$ cat src/logic/seq_pkg.sv
// Package for the per-frame correction table sequencer
package seq_pkg;
   localparam int          NUM_SETS      = 30;
   localparam int          NUM_TABLES    = 10;
   localparam int          SET_W         = 5;
   localparam int          TBL_W         = 4;
   localparam logic [7:0]  ADDR_CTRL     = 8'h00;
   localparam logic [7:0]  ADDR_COUNT    = 8'h04;
   localparam logic [7:0]  ADDR_MAP      = 8'h08;
   localparam logic [7:0]  ADDR_CMD      = 8'h0C;
   localparam logic [7:0]  ADDR_STATUS   = 8'h10;
   localparam int          CTRL_SEQ_ON   = 0;
   localparam int          CTRL_FFC_EN   = 1;
   localparam int          CTRL_SEL_LSB  = 4;
   localparam int          MAP_SET_LSB   = 0;
   localparam int          MAP_TBL_LSB   = 8;
   localparam int          CMD_RESET     = 0;
   localparam int          CMD_CLEAR     = 1;
   localparam int          ST_SET_LSB    = 0;
   localparam int          ST_TBL_LSB    = 8;
   localparam int          ST_FFC_BIT    = 12;
   localparam logic [4:0]  COUNT_RESET   = 5'h01;
   localparam logic [1:0]  RESP_OKAY     = 2'h0;
   localparam logic [1:0]  RESP_SLVERR   = 2'h2;

   typedef struct packed {
      logic             ffc_on;
      logic [TBL_W-1:0] table_idx;
      logic [SET_W-1:0] set_idx;
   } frame_sel_t;
endpackage : seq_pkg

$ cat src/logic/multi_ffc_sequencer.sv
// Per-frame correction table sequencer with AXI4-Lite registers
`timescale 1ns/1ps
`default_nettype none
module multi_ffc_sequencer
   import seq_pkg::*;
(
   input  wire logic              aclk,
   input  wire logic              aresetn,
   input  wire logic [7:0]        s_axi_awaddr,
   input  wire logic              s_axi_awvalid,
   output logic                   s_axi_awready,
   input  wire logic [31:0]       s_axi_wdata,
   input  wire logic [3:0]        s_axi_wstrb,
   input  wire logic              s_axi_wvalid,
   output logic                   s_axi_wready,
   output logic [1:0]             s_axi_bresp,
   output logic                   s_axi_bvalid,
   input  wire logic              s_axi_bready,
   input  wire logic [7:0]        s_axi_araddr,
   input  wire logic              s_axi_arvalid,
   output logic                   s_axi_arready,
   output logic [31:0]            s_axi_rdata,
   output logic [1:0]             s_axi_rresp,
   output logic                   s_axi_rvalid,
   input  wire logic              s_axi_rready,
   input  wire logic              frame_req,
   output var frame_sel_t         frame_sel,
   output logic                   table_clear,
   output logic [TBL_W-1:0]       table_clear_idx
);

   ////////////////////////////////////////////////////////////////////////////////
   // Write channel
   logic              aw_have_q, aw_have_d, w_have_q, w_have_d, bvalid_q, bvalid_d;
   logic [7:0]        awaddr_q, awaddr_d;
   logic [31:0]       wdata_q, wdata_d;
   logic              do_write;

   assign s_axi_awready = !aw_have_q && !bvalid_q;
   assign s_axi_wready  = !w_have_q && !bvalid_q;
   assign do_write      = aw_have_q && w_have_q && !bvalid_q;

   always_comb begin
      aw_have_d = aw_have_q;
      w_have_d  = w_have_q;
      awaddr_d  = awaddr_q;
      wdata_d   = wdata_q;
      bvalid_d  = bvalid_q;
      if (s_axi_awvalid && s_axi_awready) begin
         aw_have_d = 1'b1;
         awaddr_d  = s_axi_awaddr;
      end
      if (s_axi_wvalid && s_axi_wready) begin
         w_have_d = 1'b1;
         wdata_d  = s_axi_wdata;
      end
      if (do_write) begin
         aw_have_d = 1'b0;
         w_have_d  = 1'b0;
         bvalid_d  = 1'b1;
      end else if (bvalid_q && s_axi_bready) begin
         bvalid_d = 1'b0;
      end
   end

   ////////////////////////////////////////////////////////////////////////////////
   // Configuration state
   logic              seq_on_q, seq_on_d, ffc_en_q, ffc_en_d;
   logic [TBL_W-1:0]  sel_q, sel_d;
   logic [SET_W-1:0]  count_q, count_d, cur_q, cur_d;
   logic [TBL_W-1:0]  map_q [NUM_SETS];
   logic [TBL_W-1:0]  map_d [NUM_SETS];
   logic              rst_pend_q, rst_pend_d, clr_q, clr_d;
   logic              req_q, req_rise, wr_ok, wr_byte0, rst_cmd;
   logic [1:0]        bresp_q, bresp_d;
   frame_sel_t        fsel_q, fsel_d;

   assign req_rise = frame_req && !req_q;
   assign wr_byte0 = s_axi_wstrb[0];

   function automatic logic [SET_W-1:0] next_set(input logic [SET_W-1:0] c,
                                                 input logic [SET_W-1:0] n);
      if (c + 5'h01 >= n)
         return '0;
      return c + 5'h01;
   endfunction : next_set

   always_comb begin
      seq_on_d   = seq_on_q;
      ffc_en_d   = ffc_en_q;
      sel_d      = sel_q;
      count_d    = count_q;
      map_d      = map_q;
      rst_pend_d = rst_pend_q;
      clr_d      = 1'b0;
      cur_d      = cur_q;
      fsel_d     = fsel_q;
      wr_ok      = 1'b1;
      rst_cmd    = 1'b0;
      if (do_write && wr_byte0) begin
         unique case (awaddr_q)
            ADDR_CTRL: begin
               // Bad selector rejects the whole word
               if (wdata_q[CTRL_SEL_LSB +: TBL_W] < TBL_W'(NUM_TABLES)) begin
                  seq_on_d = wdata_q[CTRL_SEQ_ON];
                  ffc_en_d = wdata_q[CTRL_FFC_EN];
                  sel_d    = wdata_q[CTRL_SEL_LSB +: TBL_W];
               end else
                  wr_ok = 1'b0;
            end
            ADDR_COUNT: begin
               if (wdata_q[4:0] >= 5'h01 && wdata_q[4:0] <= SET_W'(NUM_SETS))
                  count_d = wdata_q[4:0];
               else
                  wr_ok = 1'b0;
            end
            ADDR_MAP: begin
               if (wdata_q[MAP_SET_LSB +: SET_W] < SET_W'(NUM_SETS) &&
                   wdata_q[MAP_TBL_LSB +: TBL_W] < TBL_W'(NUM_TABLES))
                  map_d[wdata_q[MAP_SET_LSB +: SET_W]] = wdata_q[MAP_TBL_LSB +: TBL_W];
               else
                  wr_ok = 1'b0;
            end
            ADDR_CMD: begin
               if (wdata_q[CMD_RESET]) begin
                  rst_pend_d = 1'b1;
                  rst_cmd    = 1'b1;
               end
               clr_d = wdata_q[CMD_CLEAR];
            end
            default: wr_ok = 1'b0;
         endcase
      end else if (do_write && !(awaddr_q inside {ADDR_CTRL, ADDR_COUNT, ADDR_MAP, ADDR_CMD})) begin
         wr_ok = 1'b0;
      end
      if (req_rise) begin
         fsel_d.ffc_on = ffc_en_q;
         if (seq_on_q) begin
            // Count lowered below current set restarts at zero
            if (rst_pend_q || cur_q >= count_q)
               cur_d = '0;
            fsel_d.set_idx   = cur_d;
            fsel_d.table_idx = map_q[cur_d];
            cur_d = next_set(cur_d, count_q);
         end else begin
            fsel_d.set_idx   = cur_q;
            fsel_d.table_idx = sel_q;
         end
         // New reset command in the same cycle stays pending
         if (rst_pend_q && !rst_cmd)
            rst_pend_d = 1'b0;
         if (!seq_on_q && rst_pend_q)
            cur_d = '0;
      end
      bresp_d = do_write ? (wr_ok ? RESP_OKAY : RESP_SLVERR) : bresp_q;
   end

   ////////////////////////////////////////////////////////////////////////////////
   // Read channel
   logic        rvalid_q, rvalid_d;
   logic [31:0] rdata_q, rdata_d;
   logic [1:0]  rresp_q, rresp_d;

   assign s_axi_arready = !rvalid_q;

   always_comb begin
      rvalid_d = rvalid_q;
      rdata_d  = rdata_q;
      rresp_d  = rresp_q;
      if (s_axi_arvalid && s_axi_arready) begin
         rvalid_d = 1'b1;
         rresp_d  = RESP_OKAY;
         rdata_d  = '0;
         unique case (s_axi_araddr)
            ADDR_CTRL: begin
               rdata_d[CTRL_SEQ_ON]             = seq_on_q;
               rdata_d[CTRL_FFC_EN]             = ffc_en_q;
               rdata_d[CTRL_SEL_LSB +: TBL_W]   = sel_q;
            end
            ADDR_COUNT:  rdata_d[4:0] = count_q;
            ADDR_MAP:    rdata_d = '0;
            ADDR_CMD:    rdata_d = '0;
            ADDR_STATUS: begin
               rdata_d[ST_SET_LSB +: SET_W] = cur_q;
               rdata_d[ST_TBL_LSB +: TBL_W] = fsel_q.table_idx;
               rdata_d[ST_FFC_BIT]          = fsel_q.ffc_on;
            end
            default:     rresp_d = RESP_SLVERR;
         endcase
      end else if (rvalid_q && s_axi_rready) begin
         rvalid_d = 1'b0;
      end
   end

   ////////////////////////////////////////////////////////////////////////////////
   // Registers
   always_ff @(posedge aclk) begin
      if (!aresetn) begin
         aw_have_q  <= 1'b0;
         w_have_q   <= 1'b0;
         bvalid_q   <= 1'b0;
         awaddr_q   <= '0;
         wdata_q    <= '0;
         bresp_q    <= RESP_OKAY;
         seq_on_q   <= 1'b0;
         ffc_en_q   <= 1'b0;
         sel_q      <= '0;
         count_q    <= COUNT_RESET;
         cur_q      <= '0;
         rst_pend_q <= 1'b0;
         clr_q      <= 1'b0;
         req_q      <= 1'b0;
         fsel_q     <= '0;
         rvalid_q   <= 1'b0;
         rdata_q    <= '0;
         rresp_q    <= RESP_OKAY;
         for (int i = 0; i < NUM_SETS; i++)
            map_q[i] <= '0;
      end else begin
         aw_have_q  <= aw_have_d;
         w_have_q   <= w_have_d;
         bvalid_q   <= bvalid_d;
         awaddr_q   <= awaddr_d;
         wdata_q    <= wdata_d;
         bresp_q    <= bresp_d;
         seq_on_q   <= seq_on_d;
         ffc_en_q   <= ffc_en_d;
         sel_q      <= sel_d;
         count_q    <= count_d;
         cur_q      <= cur_d;
         rst_pend_q <= rst_pend_d;
         clr_q      <= clr_d;
         req_q      <= frame_req;
         fsel_q     <= fsel_d;
         rvalid_q   <= rvalid_d;
         rdata_q    <= rdata_d;
         rresp_q    <= rresp_d;
         map_q      <= map_d;
      end
   end

   assign s_axi_bvalid    = bvalid_q;
   assign s_axi_bresp     = bresp_q;
   assign s_axi_rvalid    = rvalid_q;
   assign s_axi_rdata     = rdata_q;
   assign s_axi_rresp     = rresp_q;
   assign frame_sel       = fsel_q;
   assign table_clear     = clr_q;
   assign table_clear_idx = sel_q;

   ////////////////////////////////////////////////////////////////////////////////
   // Checks
   property p_set_only_on_edge;
      @(posedge aclk) disable iff (!aresetn)
      !req_rise |=> $stable(fsel_q);
   endproperty
   a_set_only_on_edge: assert property (p_set_only_on_edge) else $error("selection moved off edge");

   property p_advance_one;
      @(posedge aclk) disable iff (!aresetn)
      req_rise && seq_on_q && !rst_pend_q && cur_q < count_q
         |=> cur_q == next_set($past(cur_q), $past(count_q));
   endproperty
   a_advance_one: assert property (p_advance_one) else $error("set did not advance by one");

   property p_off_holds;
      @(posedge aclk) disable iff (!aresetn)
      req_rise && !seq_on_q && !rst_pend_q |=> cur_q == $past(cur_q) && fsel_q.table_idx == $past(sel_q);
   endproperty
   a_off_holds: assert property (p_off_holds) else $error("off mode changed set");

   property p_uses_map;
      @(posedge aclk) disable iff (!aresetn)
      req_rise && seq_on_q && !rst_pend_q && cur_q < count_q
         |=> fsel_q.table_idx == $past(map_q[cur_q]);
   endproperty
   a_uses_map: assert property (p_uses_map) else $error("wrong table applied");

   property p_reset_zero;
      @(posedge aclk) disable iff (!aresetn)
      req_rise && seq_on_q && (rst_pend_q || cur_q >= count_q) |=> fsel_q.set_idx == '0;
   endproperty
   a_reset_zero: assert property (p_reset_zero) else $error("reset did not give set zero");

   property p_count_range;
      @(posedge aclk) disable iff (!aresetn)
      count_q >= 5'h01 && count_q <= SET_W'(NUM_SETS) && cur_q < SET_W'(NUM_SETS);
   endproperty
   a_count_range: assert property (p_count_range) else $error("set index out of range");

   property p_set_in_count;
      @(posedge aclk) disable iff (!aresetn)
      req_rise && seq_on_q |=> fsel_q.set_idx < $past(count_q) && cur_q < $past(count_q);
   endproperty
   a_set_in_count: assert property (p_set_in_count) else $error("set past count");

   property p_ffc_gate;
      @(posedge aclk) disable iff (!aresetn)
      req_rise |=> fsel_q.ffc_on == $past(ffc_en_q);
   endproperty
   a_ffc_gate: assert property (p_ffc_gate) else $error("correction enable not followed");

   property p_table_range;
      @(posedge aclk) disable iff (!aresetn)
      sel_q < TBL_W'(NUM_TABLES) && fsel_q.table_idx < TBL_W'(NUM_TABLES);
   endproperty
   a_table_range: assert property (p_table_range) else $error("table index above nine");

endmodule : multi_ffc_sequencer
`default_nettype wire

$ cat config.mk
export PLATFORM = sky130hd
export DESIGN_NAME = multi_ffc_sequencer
export DESIGN_NICKNAME = d
export VERILOG_FILES = /design/src/logic/seq_pkg.sv /design/src/logic/multi_ffc_sequencer.sv
export SDC_FILE = /design/constraint.sdc
export NUM_CORES = 1
export LEC_CHECK = 0
export BUFFER_PORTS_ARGS = -buffer_cell sky130_fd_sc_hd__buf_2
export CORE_AREA = 5 5 150 152
export CTS_CLUSTER_SIZE = 28
export DETAILED_ROUTE_END_ITERATION = 12
export DIE_AREA = 0 0 155 157
export PLACE_DENSITY = 0.62
export RECOVER_POWER = 50
export SLEW_MARGIN = 15
export SYNTH_ARGS = -nofsm -noshare
export SYNTH_HDL_FRONTEND = slang
export SYNTH_SLANG_ARGS = --single-unit
$ cat constraint.sdc
create_clock -name aclk -period 4.3 [get_ports aclk]
set_input_delay 0.43 -clock aclk [delete_from_list [all_inputs] [get_ports aclk]]
set_output_delay 0.43 -clock aclk [all_outputs]
set_load 0.01 [all_outputs]
==> results of run 1 <==
cell families (layout without fill, tap and decap cells):
| group | after synthesis | in the layout | synth area share, % |
|---|---|---|---|
| AO/OA/AOI/OAI | 212 | 212 | 16.13 |
| AND/OR/NAND/NOR | 372 | 372 | 20.72 |
| other | 1 | 21 | 0.04208 |
| adder cells (fa/ha/maj) | 11 | 11 | 1.544 |
| buffers and inverters | 127 | 135 | 6.669 |
| multiplexers | 100 | 100 | 12.47 |
| flip-flops | 188 | 188 | 42.23 |
| XOR/XNOR | 2 | 2 | 0.1966 |
cells in the final DEF, fill, tap and decap left out, types with 35 or more instances in the layout:
cell	synthesis	layout
o21ai_0	44	58
mux2i_1	84	84
clkbuf_1	59	36
nor2_1	41	41
buf_2	15	35
a21boi_0	39	39
nand2_1	148	147
nand3_1	70	70
dfxtp_1	188	187
critical path, stage by stage, from the launching register on:
cell	delay, ns
dfxtp_1	0.38
inv_1	0.08
ha_1	0.30
nand2_1	0.06
o21ai_1	0.38
nand2_1	0.32
nand2_1	0.23
nor2_1	0.06
ha_1	0.20
nand3_1	0.10
xor2_1	0.22
nor2_1	0.07
ha_1	0.29
a211o_1	0.29
a31oi_1	0.41
o21ai_0	0.16
a21boi_0	0.19
power breakdown:
part           switching [W]  leakage [nW]  internal [W]
combinational       0.000123          1.48     0.0000571
sequential         0.0000257          1.52       0.00176
clock               0.000693         0.276      0.000874
total               0.000842          3.27       0.00269
routing by layer:
layer  global-route usage, %  part of all wire, %  vias to the layer above  wire [µm]
met3                   3.794                  6.1                       30       1432
met4                   6.476                  1.9                        0        455
met2                   31.39                   46                      215      10760
met5                       0                    0                        -          0
met1                   26.18                   46                     3463      10710
li1                        -                    -                     3577          -
synth_stat cells (all sizes together) (2+ instances only):
library cell / count
nand2b: 9
dfxtp: 188
or4: 2
a221oi: 8
a21boi: 40
o21a: 3
a21oi: 6
a311o: 3
nor3: 7
mux2i: 84
or2: 3
o211ai: 7
and2: 10
a21o: 3
nand3b: 5
nor2: 41
a22oi: 6
nor4b: 2
o32ai: 3
o221ai: 2
buf: 46
a221o: 3
a31oi: 11
nor3b: 2
mux2: 8
inv: 18
nor2b: 25
nor4: 9
mux4: 8
nand2: 148
a222oi: 3
nand4: 2
ha: 11
a2111oi: 4
nand3: 76
a211oi: 10
or3: 25
o21ai: 85
a211o: 3
a31o: 3
and3: 4
clkbuf: 63
per-stage QoR:
step / utilization [%] / std cells
2_1_floorplan: - / 1033
3_3_place_gp: 44.47 / 1285
3_5_place_dp: 44.47 / 1285
4_1_cts: 47.24 / 1316
5_1_grt: 46.85 / 1316
6_report: 46.85 / 1316
layout make-up:
class	instances	area [µm²]
Clock buffer	19	442.9
Clock inverter	12	136.4
Fill cell	2083	11100
Inverter	18	67.56
Multi-Input combinational cell	718	4609
Sequential cell	188	3765
Tap cell	275	344.1
Timing Repair Buffer	86	421.7
flip-flops by register name, indices dropped and copies added, names as in the netlist:
name / count
map_q: 120
s_axi_rdata: 13
wdata_q: 12
frame_sel: 10
awaddr_q: 8
count_q: 5
cur_q: 5
table_clear_idx: 4
aw_have_q: 1
ffc_en_q: 1
req_q: 1
rst_pend_q: 1
s_axi_bresp: 1
s_axi_bvalid: 1
s_axi_rresp: 1
s_axi_rvalid: 1
seq_on_q: 1
table_clear: 1
w_have_q: 1
final timing paths:
kind | start | end | cells past startpoint
worst max-delay path | count_q[2] | cur_q[2] | 16
worst min-delay path | frame_req | req_q | 2
worst max register to register | count_q[2] | cur_q[2] | 16
worst min register to register | map_q[96] | map_q[96] | 2
==> run metrics, run 1 <==
outcome finished with violations; failing checks max-capacitance violations, max-slew violations; register area share after synthesis between 40% and 50%; Worst setup SP type flip-flop; initial antenna violation count 0; CTS tree yes; PostCTS Resize Cnt 0; final WL between 20 and 25 mm; Worst-Skew Late Latency between 0.4 and 0.5 ns; Critical Path AT 4.18 ns; DRT Pass-1 Iters 5; Final Skew 0.008051 ns; Worst Setup Path Type flip-flop to flip-flop; Cell Area, Synth 0.008912 mm²; die width ~160 µm; HPWL after DPL around 16 mm; cts bufs inserted 17; Critical Path End Type flip-flop; total vias in the final route around 7300; Final Wtd Congestion 0.9153; # diodes 0; area growth from synthesis to layout 9.813%; Sink Count 188; Ys Warns 0; # setup viols final 0; final setup margin ~0.47 ns; die height approximately 160 µm; NumNets Final 1100; crit path max fanout 7; remaining routing DRC violations 0; leakage power around 3.3 nW; CTS Buffer Depth 2; final total power ~0.0035 W; vias in the first global route 6908; Placed Area just over 0.009 mm²; Rel. slew slack -74.15%; pwr dens about 360 mW/mm²; Post-synth ARST share 0%; post-detailed-route count of antenna-violating nets 0; design area 0.009787 mm²; dpl ws approximately 0.56 ns; die area about 0.024 mm²; top-area cell type share of the netlist area between 40% and 50%; maximum clock rate ~260 MHz; synthesized flop and latch total about 190; endpoints failing hold 0; Routed WL per cell between 15 and 20 µm; setup TNS 0 ns; mean area per synthesized cell around 8.8 µm²; period utilisation layout just under 90%; GRT overflow 0; core area 0.02089 mm²; CTS root buf clkbuf_16; Post-synth EDFFs 0; Cells after Synth slightly above 1000; largest area contributor in the netlist dfxtp_1; Max IR drop VDD approximately 0.18 mV; fin crit period roughly 3.8 ns; largest net degree at the start of global routing 135; share of layout cells above drive strength 1 between 10% and 20%; internal reg-to-reg setup slack between 0.4 and 0.5 ns; Post-CTS Setup Bufs 0; Slew @ Worst Pin roughly 2.6 ns; Cell Rows 53; Ports around 120; WP data required 4.64 ns; max_cap viols 1; first-pass GRT wire length roughly 38 mm; largest cells by area after synthesis dfxtp_1 (42%), mux2i_1 (9.4%), nand2_1 (6.2%); total track usage 19.42%; 1st-iter DRT viols 608; initial core utilization a little over two fifths; Slew Viols, Final between 100 and 150; IO buf count 71; Hold Buf Count CTS 0; RSZ-0062 raised after global routing false; class of the worst hold path input pin to flip-flop; post-synth cell types 68; htree depth 4; hold slack 0.2355 ns; DR vias/cell between 5 and 6; clk slew on worst S/H paths roughly 0.07 ns; Synth Flop Type dfxtp_1
No activity file was read; power rests on OpenSTA's default activity.
==> run 2, diff against run 1 <==
--- a/config.mk
+++ b/config.mk
@@ -6,11 +6,11 @@
 export NUM_CORES = 1
 export LEC_CHECK = 0
 export BUFFER_PORTS_ARGS = -buffer_cell sky130_fd_sc_hd__buf_2
-export CORE_AREA = 5 5 150 152
+export CORE_AREA = 5 5 130 132
 export CTS_CLUSTER_SIZE = 28
 export DETAILED_ROUTE_END_ITERATION = 12
-export DIE_AREA = 0 0 155 157
-export PLACE_DENSITY = 0.62
+export DIE_AREA = 0 0 135 137
+export PLACE_DENSITY = 0.79
 export RECOVER_POWER = 50
 export SLEW_MARGIN = 15
 export SYNTH_ARGS = -nofsm -noshare
==> constraint.sdc (replaced) <==
create_clock -name aclk -period 3.8 [get_ports aclk]
set_input_delay 0.38 -clock aclk [delete_from_list [all_inputs] [get_ports aclk]]
set_output_delay 0.38 -clock aclk [all_outputs]
set_load 0.05 [all_outputs]
==> run metrics, run 2 (synthesis results as in run 1) <==
class of the worst hold path input pin to flip-flop (unchanged); # setup viols final 0 (unchanged); crit path launch count_q[2] (unchanged); final core occ 62.28% (was 46.85%); endpoints failing hold 0 (unchanged); cell-by-cell trace of the critical path inv_1, ha_1, nand2_1, o21ai_2, nand2_1, nand2_1, nor2_1, ha_1, nand3_1, xor2_1, nor2_1, ha_1, a211o_1, a31oi_2, a32oi_1, nor2b_1 (was inv_1, ha_1, nand2_1, o21ai_1, nand2_1, nand2_1, nor2_1, ha_1, nand3_1, xor2_1, nor2_1, ha_1, a211o_1, a31oi_1, o21ai_0, a21boi_0); most common cell after layout, fill and taps aside dfxtp_1 (unchanged); most frequent cells in the layout dfxtp_1 (188), nand2_1 (147), mux2i_1 (84), nand3_1 (70), o21ai_0 (45) (was dfxtp_1 (187), nand2_1 (147), mux2i_1 (84), nand3_1 (70), o21ai_0 (58)); # fillers 1340 (was 2083); failing checks max-capacitance violations, max-slew violations (unchanged); post-detailed-route count of antenna-violating nets 0 (unchanged); Slew Viols, Final 87 (was 135); GR Util met2 40.99% (was 31.39%); DRT Pass-1 Iters 6 (was 5); initial antenna violation count 0 (unchanged); 1st-iter DRT viols 699 (was 608); period utilisation layout 90.11% (was 89.13%); CTS tree yes (unchanged); total track usage 24.56% (was 19.42%); Hold Buf Count CTS 0 (unchanged); # diodes 0 (unchanged); DR vias/cell 5.806 (was 5.536); Worst Setup EP cur_q[4] (was cur_q[2]); HPWL after DPL 14.94 mm (was 15.71 mm); remaining routing DRC violations 0 (unchanged); vias in the first global route 7063 (was 6908); R2R Path Start count_q[2] (unchanged); met1 usage 31.33% (was 26.18%); Final Wtd Congestion 0.9413 (was 0.9153); design area 0.009714 mm² (was 0.009787 mm²); IO buf count 71 (unchanged); htree depth 4 (unchanged); hold slack 0.1818 ns (was 0.2355 ns); share of layout cells above drive strength 1 11.61% (was 11.34%); setup TNS 0 ns (unchanged); core area 0.01560 mm² (was 0.02089 mm²); die area 0.01850 mm² (was 0.02434 mm²); final WL 22.25 mm (was 23.36 mm); area growth from synthesis to layout 8.999% (was 9.813%); pwr dens 407.6 mW/mm² (was 361.1 mW/mm²); Crit path max-delay family compound AO/OA/AOI/OAI gates (unchanged); max_cap viols 2 (was 1); Critical Path End Type flip-flop (unchanged); outcome finished with violations (unchanged); CTS root buf clkbuf_16 (unchanged); Worst Setup Path Type flip-flop to flip-flop (unchanged); RSZ-0062 raised after global routing false (unchanged); Crit path depth 16 (unchanged); CP max-delay cell dfxtp_1 (was a31oi_1); largest register by flop count map_q (unchanged); Worst setup SP type flip-flop (unchanged); internal reg-to-reg setup slack 0.38 ns (was 0.47 ns); Slew @ Worst Pin 1.654 ns (was 2.612 ns); CTS Buffer Depth 2 (unchanged); fin crit period 3.424 ns (was 3.832 ns); initial core utilization 57.14% (was 42.67%); R2R cell count 16 (unchanged); GRT Max-Usage Layer met2 (unchanged); Ports 116 (unchanged); crit path max fanout 7 (unchanged); largest net degree at the start of global routing 88 (was 135); crit-path max cell delay 0.36 ns (was 0.41 ns); Sink Count 188 (unchanged); Post-CTS Setup Bufs 0 (unchanged); Post-Layout Cell Count 1258 (was 1316); Max IR drop VDD 0.3553 mV (was 0.1841 mV); die width 135 µm (was 155 µm); Placed Cells 1227 (was 1285); crit path buf inv count 1 (unchanged); Placed Area 0.009213 mm² (was 0.009289 mm²); clk slew on worst S/H paths 0.07 ns (about the same); leakage power 3.267 nW (was 3.274 nW); max reg flops 120 (unchanged); Routed WL per cell 17.69 µm (was 17.75 µm); maximum clock rate 292.0 MHz (was 260.9 MHz); Cell Rows 46 (was 53); total vias in the final route 7304 (was 7285); die height 137 µm (was 157 µm); first-pass GRT wire length 36.27 mm (was 37.93 mm); Worst-Skew Late Latency 0.43 ns (was 0.44 ns); cts bufs inserted 17 (unchanged); Crit Reg-Reg Endpoint cur_q[4] (was cur_q[2]); Rel. slew slack -10.26% (was -74.15%); WP data required 4.17 ns (was 4.64 ns); NumNets Final 1101 (was 1100); Final Skew 0.008682 ns (was 0.008051 ns); met3 Use GR 4.926% (was 3.794%); GRT overflow 0 (unchanged); Critical Path AT 3.79 ns (was 4.18 ns)
## run 2: metrics by stage
stage / power (W) / worst slack, ns
4_1_cts: 0.003974 / 0.1411
2_1_floorplan: 0.002280 / 0.06353
3_3_place_gp: 0.002333 / 0.2129
5_1_grt: 0.004076 / 0.06727
6_report: 0.003960 / 0.3758
3_5_place_dp: 0.002336 / 0.1553
## run 2: power by group
group          switching, W  total [W]  leakage [nW]  internal (W)
Sequential        0.0000294    0.00202          1.52       0.00199
Clock              0.000762    0.00167         0.254      0.000906
Combinational      0.000205   0.000269          1.49     0.0000636
## run 2: routing by layer
layer	up-vias	routed length (µm)
met5	-	0
met1	3444	9689
met3	38	1484
li1	3566	-
met2	256	10470
met4	0	603
## run 2: how the worst min path moves through the flow
| stage | endpoint | start | cells after the start |
|---|---|---|---|
| final | req_q | frame_req | 2 |
| after global routing | req_q | frame_req | 2 |
| after CTS | req_q | frame_req | 2 |
| after detailed placement | map_q[57] | map_q[57] | 2 |
| after global placement | map_q[56] | map_q[56] | 2 |
| after floorplan | map_q[56] | map_q[56] | 2 |
## run 2: timing repair
item	CTS	global route
resized for setup	0	2
endpoints found under the hold margin	0	0
endpoints found under the setup margin	0	5
## run 2: cell type report
| class | instances | area, µm² | area share [%] |
|---|---|---|---|
| Sequential cell | 188 | 3764 | 38.74 |
| Clock inverter | 8 | 60.06 | 0.6182 |
| Inverter | 18 | 67.56 | 0.6955 |
| Clock buffer | 23 | 488.0 | 5.023 |
| Tap cell | 216 | 270.3 | 2.782 |
| Multi-Input combinational cell | 718 | 4639 | 47.76 |
| Timing Repair Buffer | 87 | 425.4 | 4.379 |
